`src/inc/pce_pkg.sv`:
```
// constants and types shared by the programmable checksum engine
package pce_pkg;
	// ====================================================================
	// register map (byte addresses)
	localparam logic [11:0] ADDR_DATA   = 12'h000;
	localparam logic [11:0] ADDR_POLY   = 12'h004;
	localparam logic [11:0] ADDR_CTRL   = 12'h008;
	localparam int          ADDR_BITS   = 12;

	// ====================================================================
	// reset values
	localparam logic [31:0] DATA_RESET  = 32'hffff_ffff;
	localparam logic [31:0] POLY_RESET  = 32'h0000_1021;
	localparam logic [31:0] CTRL_RESET  = 32'h0000_0000;

	// ====================================================================
	// control field positions
	localparam int          WTT_HI      = 31;
	localparam int          WTT_LO      = 30;
	localparam int          RTT_HI      = 29;
	localparam int          RTT_LO      = 28;
	localparam int          COMP_BIT    = 26;
	localparam int          SEED_BIT    = 25;
	localparam int          WIDTH_BIT   = 24;
	// writable control bits; bit 27 and bits 23..0 stay zero
	localparam logic [31:0] CTRL_WMASK  = 32'hf700_0000;

	// ====================================================================
	// transpose types
	localparam logic [1:0]  TT_NONE     = 2'h0;
	localparam logic [1:0]  TT_BITS     = 2'h1;
	localparam logic [1:0]  TT_BOTH     = 2'h2;
	localparam logic [1:0]  TT_BYTES    = 2'h3;

	// ====================================================================
	// bus encodings
	localparam logic [2:0]  SIZE_BYTE   = 3'h0;
	localparam logic [2:0]  SIZE_HALF   = 3'h1;
	localparam logic [1:0]  TRANS_NSEQ  = 2'h2;
	localparam logic [1:0]  TRANS_SEQ   = 2'h3;

	// ====================================================================
	// widths and engine timing
	localparam int          POLY_HALF   = 16;
	localparam int          BYTE_CLOCKS = 2;

	typedef enum logic [1:0] {
		ST_IDLE,
		ST_FETCH,
		ST_UPDATE
	} pce_state_type;
endpackage : pce_pkg

```
`src/rtl/pce_top.sv`:
```
// programmable checksum engine with ahb-lite register slave
//
// Behaviour
// [RL1] write transpose field bits 31:30 reorders writes
// [RL2] read transpose field bits 29:28 reorders reads
// [RL3] bit 27, bits 23:0 reserved, read zero
// [RL4] complement bit 26 inverts data reads
// [RL5] seed select bit 25: writes load seed
// [RL6] width bit 24: 0 sixteen, 1 thirty-two
// [RL7] seed write starts new running checksum
// [RL8] reseeding allowed any time, nothing else needed
// [RL9] software configures options before seeding
// [RL10] 8, 16, 32-bit contiguous data writes accepted
// [RL11] narrow mode uses low polynomial half only
// [RL12] narrow mode seeds from low halfword only
// [RL13] each data write advances stored checksum
// [RL14] wide mode full polynomial, seed, result
// [RL15] software reads final checksum from data
// [RL16] bytewise processing, two clocks per byte
// [RL17] transpose and complement only on access path
// [RL18] data read returns current intermediate checksum
// [RL19] short writes transposed zero-padded, valid bytes only
// [RL20] upper polynomial writes ignored in narrow mode
// [RL21] bus stalls until previous write processed
//
// Our own choice: register access over AHB-Lite.
`timescale 1ns/1ps
`default_nettype none
module pce_top
	import pce_pkg::*;
(
	input  wire logic        core_clk_i,
	input  wire logic        reset_n_i,
	input  wire logic        hsel_i,
	input  wire logic [31:0] haddr_i,
	input  wire logic [1:0]  htrans_i,
	input  wire logic        hwrite_i,
	input  wire logic [2:0]  hsize_i,
	input  wire logic [31:0] hwdata_i,
	input  wire logic        hready_i,
	output logic             hreadyout_o,
	output logic             hresp_o,
	output logic      [31:0] hrdata_o
);
	// ====================================================================
	// helper functions
	// reorder a word by transpose type
	function automatic logic [31:0] transpose(input logic [31:0] w, input logic [1:0] t);
		logic [31:0] r;
		r = w;
		for (int i = 0; i < 32; i++)
		begin
			unique case (t)
				TT_NONE:  r[i] = w[i];
				TT_BITS:  r[i] = w[(i & ~7) + 7 - (i & 7)];
				TT_BOTH:  r[i] = w[31 - i];
				TT_BYTES: r[i] = w[(24 - (i & ~7)) + (i & 7)];
			endcase
		end
		return r;
	endfunction

	// byte lanes touched by an access
	function automatic logic [3:0] lanes(input logic [2:0] sz, input logic [1:0] a);
		logic [3:0] m;
		m = 4'hf;
		if (sz == SIZE_BYTE)
			m = 4'h1 << a;
		else if (sz == SIZE_HALF)
			m = a[1] ? 4'hc : 4'h3;
		return m;
	endfunction

	// expand lane mask to a bit mask
	function automatic logic [31:0] bitmask(input logic [3:0] m);
		return {{8{m[3]}}, {8{m[2]}}, {8{m[1]}}, {8{m[0]}}};
	endfunction

	// ====================================================================
	// registers
	logic [31:0]   data_reg;
	logic [31:0]   poly_reg;
	logic [31:0]   ctrl_reg;
	logic          dp_wr_reg;
	logic [11:0]   dp_addr_reg;
	logic [3:0]    dp_lanes_reg;
	logic          hreadyout_reg;
	logic          hresp_reg;
	logic [31:0]   hrdata_reg;
	pce_state_type state_reg;
	logic [31:0]   word_reg;
	logic [3:0]    pend_reg;
	logic [7:0]    op_byte_reg;

	// ====================================================================
	// control fields
	wire [1:0] write_transpose_type  = ctrl_reg[WTT_HI:WTT_LO];
	wire [1:0] read_transpose_type   = ctrl_reg[RTT_HI:RTT_LO];
	wire       complement_on_read    = ctrl_reg[COMP_BIT];
	wire       seed_write_select     = ctrl_reg[SEED_BIT];
	wire       checksum_width_select = ctrl_reg[WIDTH_BIT];

	// ====================================================================
	// address phase decode
	wire        addr_take  = hsel_i & hready_i & htrans_i[1];
	// word-aligned offset; the low two bits only pick byte lanes
	wire [11:0] addr_low   = {haddr_i[ADDR_BITS-1:2], 2'h0}; // RL10
	wire        addr_data  = (addr_low == ADDR_DATA);
	wire        addr_poly  = (addr_low == ADDR_POLY);
	wire        addr_ctrl  = (addr_low == ADDR_CTRL);
	// a data write that feeds the engine holds the bus until done
	wire        take_calc  = addr_take & hwrite_i & addr_data & ~seed_write_select; // RL21

	// ====================================================================
	// data phase write decode
	wire        dp_done    = dp_wr_reg & hreadyout_reg;
	wire [31:0] wr_bmask   = bitmask(dp_lanes_reg);
	wire        wr_data    = dp_wr_reg & (dp_addr_reg == ADDR_DATA);
	wire        wr_poly    = dp_done & (dp_addr_reg == ADDR_POLY);
	wire        wr_ctrl    = dp_done & (dp_addr_reg == ADDR_CTRL);
	// zero-padded short write, then reordered as a whole word
	wire [31:0] wr_padded  = hwdata_i & wr_bmask; // RL19
	wire [31:0] wr_word    = transpose(wr_padded, write_transpose_type); // RL1 RL17
	// valid lanes follow the bytes when the type reverses byte order
	wire [3:0]  wr_lanes   = write_transpose_type[1] ?
		{dp_lanes_reg[0], dp_lanes_reg[1], dp_lanes_reg[2], dp_lanes_reg[3]} :
		dp_lanes_reg; // RL19
	// seed lanes: only the low halfword in narrow mode
	wire [3:0]  seed_lanes = checksum_width_select ? wr_lanes : (wr_lanes & 4'h3); // RL12 RL14
	wire [31:0] seed_bmask = bitmask(seed_lanes);
	wire        seed_load  = dp_done & (dp_addr_reg == ADDR_DATA) & seed_write_select; // RL5
	wire        calc_start = wr_data & ~hreadyout_reg & (state_reg == ST_IDLE);
	// upper polynomial half only writable in wide mode
	wire [31:0] poly_wmask = checksum_width_select ? wr_bmask :
		(wr_bmask & 32'h0000_ffff); // RL20

	// ====================================================================
	// engine byte selection, most significant valid lane first
	wire [1:0]  next_lane  = pend_reg[3] ? 2'h3 : pend_reg[2] ? 2'h2 :
		pend_reg[1] ? 2'h1 : 2'h0;
	wire [7:0]  next_byte  = word_reg[{next_lane, 3'h0} +: 8];
	wire [3:0]  pend_left  = pend_reg & ~(4'h1 << next_lane);
	wire [31:0] crc_step;

	// one byte of update; low half only in narrow mode
	pce_byte_step #(
		.WIDTH (32)
	) u_step (
		.crc_i  (data_reg),
		.byte_i (op_byte_reg),
		.poly_i (poly_reg),
		.wide_i (checksum_width_select),
		.crc_o  (crc_step)
	); // RL11 RL14

	// ====================================================================
	// read data selection
	wire [31:0] rd_trans   = transpose(data_reg, read_transpose_type); // RL2 RL17
	wire [31:0] rd_dval    = complement_on_read ? ~rd_trans : rd_trans; // RL4 RL18
	wire [31:0] rd_ctrl    = ctrl_reg & CTRL_WMASK; // RL3
	wire [31:0] rd_value   = addr_data ? rd_dval :
		addr_poly ? poly_reg :
		addr_ctrl ? rd_ctrl : 32'h0000_0000;

	// ====================================================================
	// bus address phase capture
	always_ff @(posedge core_clk_i or negedge reset_n_i)
	begin
		if (!reset_n_i)
		begin
			dp_wr_reg    <= 1'b0;
			dp_addr_reg  <= 12'h000;
			dp_lanes_reg <= 4'h0;
		end
		else if (hreadyout_reg)
		begin
			dp_wr_reg    <= addr_take & hwrite_i;
			dp_addr_reg  <= addr_low;
			dp_lanes_reg <= lanes(hsize_i, haddr_i[1:0]); // RL10
		end
	end

	// ====================================================================
	// bus answer: ready, response and read data
	always_ff @(posedge core_clk_i or negedge reset_n_i)
	begin
		if (!reset_n_i)
		begin
			hreadyout_reg <= 1'b1;
			hresp_reg     <= 1'b0;
			hrdata_reg    <= 32'h0000_0000;
		end
		else
		begin
			hresp_reg <= 1'b0;
			if (hreadyout_reg & take_calc)
				hreadyout_reg <= 1'b0; // RL21
			else if (state_reg == ST_UPDATE && pend_reg == 4'h0)
				hreadyout_reg <= 1'b1; // RL21
			if (hreadyout_reg & addr_take & ~hwrite_i)
				hrdata_reg <= rd_value; // RL18
		end
	end

	// ====================================================================
	// control and polynomial registers
	always_ff @(posedge core_clk_i or negedge reset_n_i)
	begin
		if (!reset_n_i)
		begin
			ctrl_reg <= CTRL_RESET;
			poly_reg <= POLY_RESET;
		end
		else
		begin
			if (wr_ctrl)
				ctrl_reg <= (ctrl_reg & ~(wr_bmask & CTRL_WMASK)) |
					(hwdata_i & wr_bmask & CTRL_WMASK); // RL3 RL6
			if (wr_poly)
				poly_reg <= (poly_reg & ~poly_wmask) | (hwdata_i & poly_wmask); // RL20
		end
	end

	// ====================================================================
	// engine state: fetch a byte, then update, two clocks per byte
	always_ff @(posedge core_clk_i or negedge reset_n_i)
	begin
		if (!reset_n_i)
		begin
			state_reg   <= ST_IDLE;
			word_reg    <= 32'h0000_0000;
			pend_reg    <= 4'h0;
			op_byte_reg <= 8'h00;
		end
		else
		begin
			unique case (state_reg)
				ST_IDLE:
				begin
					if (calc_start)
					begin
						word_reg  <= wr_word;
						pend_reg  <= wr_lanes;
						state_reg <= ST_FETCH;
					end
				end
				ST_FETCH:
				begin
					op_byte_reg <= next_byte; // RL16
					pend_reg    <= pend_left;
					state_reg   <= ST_UPDATE;
				end
				ST_UPDATE:
				begin
					state_reg <= (pend_reg == 4'h0) ? ST_IDLE : ST_FETCH; // RL16
				end
			endcase
		end
	end

	// ====================================================================
	// checksum state: seed load or per-byte update
	always_ff @(posedge core_clk_i or negedge reset_n_i)
	begin
		if (!reset_n_i)
			data_reg <= DATA_RESET;
		else if (seed_load)
			data_reg <= (data_reg & ~seed_bmask) | (wr_word & seed_bmask); // RL7 RL8 RL12
		else if (state_reg == ST_UPDATE)
			data_reg <= crc_step; // RL13
	end

	// ====================================================================
	// outputs straight from flip-flops
	assign hreadyout_o = hreadyout_reg;
	assign hresp_o     = hresp_reg;
	assign hrdata_o    = hrdata_reg;
endmodule // pce_top
`default_nettype wire

```
`src/rtl/pce_byte_step.sv`:
```
// one byte of checksum update, msb first, 16- or 32-bit wide
`timescale 1ns/1ps
`default_nettype none
module pce_byte_step
	import pce_pkg::*;
#(
	parameter int WIDTH = 32
)
(
	input  wire logic [WIDTH-1:0] crc_i,
	input  wire logic [7:0]       byte_i,
	input  wire logic [WIDTH-1:0] poly_i,
	input  wire logic             wide_i,
	output logic      [WIDTH-1:0] crc_o
);
	// ====================================================================
	// eight shift steps; narrow mode works on the low half only
	always_comb
	begin
		logic [WIDTH-1:0] c;
		logic             msb;
		c = crc_i;
		msb = 1'b0;
		if (wide_i)
			c[WIDTH-1 -: 8] = c[WIDTH-1 -: 8] ^ byte_i;
		else
			c[POLY_HALF-1 -: 8] = c[POLY_HALF-1 -: 8] ^ byte_i;
		for (int i = 0; i < 8; i++)
		begin
			msb = wide_i ? c[WIDTH-1] : c[POLY_HALF-1];
			c = c << 1;
			if (msb)
				c = c ^ (wide_i ? poly_i : {{(WIDTH-POLY_HALF){1'b0}}, poly_i[POLY_HALF-1:0]});
		end
		if (!wide_i)
			c[WIDTH-1:POLY_HALF] = crc_i[WIDTH-1:POLY_HALF]; // upper half untouched
		crc_o = c;
	end
endmodule // pce_byte_step
`default_nettype wire

```
`config.mk`:
```
export PLATFORM = sky130hd
export DESIGN_NAME = pce_top
export DESIGN_NICKNAME = d
export VERILOG_FILES = /design/src/inc/pce_pkg.sv /design/src/rtl/pce_top.sv /design/src/rtl/pce_byte_step.sv
export SDC_FILE = /design/constraint.sdc
export NUM_CORES = 1
export LEC_CHECK = 0
export BUFFER_PORTS_ARGS = -buffer_cell sky130_fd_sc_hd__buf_2
export CAP_MARGIN = 25
export CORE_UTILIZATION = 40
export DETAILED_ROUTE_END_ITERATION = 8
export GPL_TIMING_DRIVEN = 0
export PLACE_DENSITY = 0.71
export REMOVE_ABC_BUFFERS = 1
export SYNTH_ARGS = -nofsm -noshare
export SYNTH_HDL_FRONTEND = slang
export SYNTH_SLANG_ARGS = --single-unit
```
`constraint.sdc`:
```
create_clock -name core_clk_i -period 4.69 [get_ports core_clk_i]
set_input_delay 0.2345 -clock core_clk_i [delete_from_list [all_inputs] [get_ports core_clk_i]]
set_output_delay 0.2345 -clock core_clk_i [all_outputs]
set_load 0.05 [all_outputs]
```
==> out/results.md <==
| Stage | Parameter | This run |
| --- | --- | --- |
| status | Outcome | finished, violations left |
| status | Violated checks | DRC, setup timing |
| drt | Number of nets still failing antenna checks after routing | 0 |
| layout | Layout cells sized above 1 | 30.2% |
| run | Number of max-cap violations | 0 |
| layout | Area Growth Syn to Fin | 23.7% |
| drt | DRT Wirelength | 52.8 mm |
| drt | Per-cell routed wire length | 23.2 um |
| clock tree | Total CTS buffers | 17 |
| yosys | Post-Synthesis Mean Instance Area | 8.43 sq um |
| drt | Remaining DRCs | 8 |
| layout | Count of antenna diodes in the layout | 0 |
| grt | Number of global-route vias before repair | 13,000 |
| yosys | Asr flop ratio synth | 100% |
| yosys | Count of flip-flops with a built-in enable after synthesis | 0 |
| yosys | Syn Std Cell Area | 14,600 sq um |
| yosys | Dominant synthesized flop cell | sky130_fd_sc_hd__dfrtp_1 |
| timing | RSZ-0062 raised after global routing | yes |
| yosys | Cell types occupying the most area after synthesis | sky130_fd_sc_hd__dfrtp_1 (22%), sky130_fd_sc_hd__xnor2_1 (11%), sky130_fd_sc_hd__nand2_1 (8.7%) |
| floorplan | I/O pins | 108 |
| grt | Sum of overflow across all layers after global routing | 0 |
| floorplan | Initial standard-cell utilization of the core | 40.8% |
| drt | Pre-antenna DRT Iters | 9 |
| yosys | Number of instances in the synthesized netlist | 1,727 |
| floorplan | Die Outline Area | 37,200 sq um |
| grt | Global Route Usage Sum | 27.3% |
| floorplan | Core Area | 35,700 sq um |
| yosys | Simple-gate share of the synthesized area | 18.0% |
| grt | Antenna violations before repair | 0 |
| yosys | Post-synthesis cell type with the largest combined area | sky130_fd_sc_hd__dfrtp_1 |
| placement | Final weighted congestion in routability-driven placement | 0.927 |
| yosys | Portion of synthesized cell area occupied by the leading cell type | 22.2% |
| timing | Final worst-path cycle share | 107% |
| clock tree | Max Buffers Root-to-Sink | 2 |
| layout | Post-layout net count | 1,881 |
| drt | Total via count after detailed routing | 14,300 |
| timing | Number of max-slew violations in the final report | 0 |
| floorplan | Floorplan die width | 193 um |
| critical path | Type of origin of the critical path | flip-flop |
| critical path | Critical path capture point type | flip-flop |
| critical path | Worst EP required | 5.04 ns |
| yosys | Post-synthesis register bit count | 165 |
| yosys | Combinational family with the most area after synthesis | simple AND/OR/NAND/NOR gates |
| yosys | Yosys warning total | 0 |
| timing | Time the final worst path needs with I/O delays and setup | 5.04 ns |
| timing | TNS Setup | -6.36 ns |
| critical path | Largest fanout on the critical path | 7 |
| clock tree | Clk sinks | 165 |
| clock tree | CTS Root Buffer Type | sky130_fd_sc_hd__clkbuf_16 |
| clock tree | H-tree lvl count | 4 |
| timing | Slew of the pin with the lowest slew margin | 0.975 ns |
| clock tree | TritonCTS clock tree | yes |
| yosys | Xor and xnor fraction of the mapped netlist area | 16.7% |
| placement | Number of buffers inserted by port buffering | 85 |
| timing | Headroom to the max-slew limit | 35.0% |
| floorplan | Site row count | 69 |
| yosys | Mux share of post-synthesis cell area | 14.3% |
| yosys | Distinct cells, synth | 95 |
| critical path | Worst path arrival time | 5.39 ns |
| drt | Violation count after the first detailed-routing iteration | 2,018 |
| timing | Worst hold margin | 0.0251 ns |
| grt | First-pass GRT wire length | 77.1 mm |
| timing | Number of hold-slack violations in the final timing report | 0 |
| yosys | Most frequent cells after synthesis | sky130_fd_sc_hd__nand2_1 (338), sky130_fd_sc_hd__xnor2_1 (191), sky130_fd_sc_hd__dfrtp_1 (129) |
| hold path | Min-Delay Path Class | primary input to flip-flop |
| timing | Layout Skew | 0.0164 ns |
| critical path | Worst setup path category | flip-flop to flip-flop |
| clock tree | Clock slew seen by the registers of the worst setup and hold paths | 0.07 ns |
| timing | Maximum achievable frequency | 198 MHz |
| yosys | Area share of fa/ha/maj cells after synthesis | 0% |
| placement | Sum of net half-perimeters after detailed placement | 33.6 mm |
| clock tree | Clock insertion delay at the later pin of the skew report | 0.45 ns |
| yosys | Compound-gate portion of the synthesized area | 17.6% |
| drt | Vias per cell | 6.28 |
| yosys | Sequential cell area fraction in the yosys report | 28.7% |
| timing | Setup violations, final | 31 |
| yosys | Most frequent cell after synthesis | sky130_fd_sc_hd__nand2_1 |
| floorplan | Die H | 193 um |
| grt | Largest net degree at the start of global routing | 92 |
| timing | Smallest setup slack after layout | -0.348 ns |
==> cell usage in the layout, fill, tap and decap left out, types with 9 or more instances in the layout <==
master / instances
sky130_fd_sc_hd__a21o_1: 15
sky130_fd_sc_hd__a21oi_1: 52
sky130_fd_sc_hd__a21oi_2: 14
sky130_fd_sc_hd__a22oi_1: 16
sky130_fd_sc_hd__a31oi_1: 15
sky130_fd_sc_hd__and3_1: 15
sky130_fd_sc_hd__buf_2: 85
sky130_fd_sc_hd__buf_4: 85
sky130_fd_sc_hd__buf_6: 21
sky130_fd_sc_hd__clkbuf_16: 17
sky130_fd_sc_hd__dfrtp_1: 119
sky130_fd_sc_hd__dfstp_2: 34
sky130_fd_sc_hd__inv_1: 19
sky130_fd_sc_hd__mux2_2: 72
sky130_fd_sc_hd__mux2i_1: 56
sky130_fd_sc_hd__mux4_2: 29
sky130_fd_sc_hd__nand2_1: 335
sky130_fd_sc_hd__nand3_1: 45
sky130_fd_sc_hd__nand3_2: 12
sky130_fd_sc_hd__nand4_1: 9
sky130_fd_sc_hd__nor2_1: 66
sky130_fd_sc_hd__nor3_1: 10
sky130_fd_sc_hd__o211ai_1: 15
sky130_fd_sc_hd__o21ai_0: 106
sky130_fd_sc_hd__o21ai_1: 13
sky130_fd_sc_hd__o221ai_1: 20
sky130_fd_sc_hd__o22a_1: 11
sky130_fd_sc_hd__or3_1: 10
sky130_fd_sc_hd__xnor2_1: 174
sky130_fd_sc_hd__xnor2_2: 15
sky130_fd_sc_hd__xor2_1: 55
==> metal layers <==
metal  GRT usage, %  share of wire [%]  up-vias
met5              0                  0        -
met4           12.6                5.3        0
met3           4.40                 10      183
met2           42.2                 45     1013
met1           37.3                 39     6891
li1               -                  -     6244
==> final timing paths <==
kind	startpoint	to	slack (ns)	cells past startpoint
max	flip-flop	flip-flop	-0.35	19
min	hwrite_i	dp_wr_reg	0.03	3
max reg2reg	flip-flop	flip-flop	-0.35	19
min reg2reg	hrdata_o[22]	hrdata_o[22]	0.47	2
max in group asynchronous	reset_n_i	op_byte_reg[7]	3.44	3
min in group asynchronous	reset_n_i	hrdata_o[4]	0.35	2
==> critical path: stages (launching register included) <==
cell and delay, ns:
sky130_fd_sc_hd__dfstp_4 0.69, sky130_fd_sc_hd__xnor2_4 0.11, sky130_fd_sc_hd__buf_6 0.14, sky130_fd_sc_hd__or3_4 0.38, sky130_fd_sc_hd__a311oi_4 0.42, sky130_fd_sc_hd__o31ai_4 0.14
sky130_fd_sc_hd__buf_4 0.18, sky130_fd_sc_hd__nand4_1 0.07, sky130_fd_sc_hd__o211ai_1 0.14, sky130_fd_sc_hd__or4_4 0.55, sky130_fd_sc_hd__a211o_1 0.31, sky130_fd_sc_hd__a21oi_4 0.27
sky130_fd_sc_hd__buf_6 0.16, sky130_fd_sc_hd__nor2_4 0.05, sky130_fd_sc_hd__o211ai_1 0.14, sky130_fd_sc_hd__a41oi_2 0.20, sky130_fd_sc_hd__buf_4 0.19, sky130_fd_sc_hd__or2_4 0.25
sky130_fd_sc_hd__a2111oi_4 0.44, sky130_fd_sc_hd__o31ai_1 0.10
==> cell type report <==
class / count / area (sq um)
Clock inverter: 12 / 166
Sequential cell: 165 / 4210
Multi-Input combinational cell: 1389 / 10700
Clock buffer: 20 / 457
Tap cell: 461 / 577
Timing Repair Buffer: 213 / 1780
Inverter: 21 / 87.6
Fill cell: 3069 / 17600
==> stage by stage <==
stage	util (%)	instance area [sq um]	setup slack, ns	instances
finish	50.5	18000	-0.348	2281
detailed placement	42.8	15300	-2.42	2134
floorplan	-	13900	-2.50	1573
global placement	41.9	14900	-5.73	2119
global route	50.5	18000	-0.451	2281
CTS	48.7	17400	-0.115	2251
==> cells by family (layout without fill, tap and decap cells) <==
kind of cell / Yosys count / after routing
AO/OA/AOI/OAI: 378 / 378
other: 1 / 1
buffers and inverters: 175 / 266
XOR/XNOR: 262 / 262
multiplexers: 162 / 162
AND/OR/NAND/NOR: 584 / 586
flip-flops: 165 / 165
==> repair_timing <==
action	CTS	global route
hold buffers	1	0
buffers inserted	78	30
pin swaps	78	52
endpoints found under the hold margin	42	0
endpoints found under the setup margin	32	32
cloned	6	0
resized for setup	146	73
Power is not shown: default switching activity piles up to over one toggle a cycle in this logic, so the estimate is an artifact.
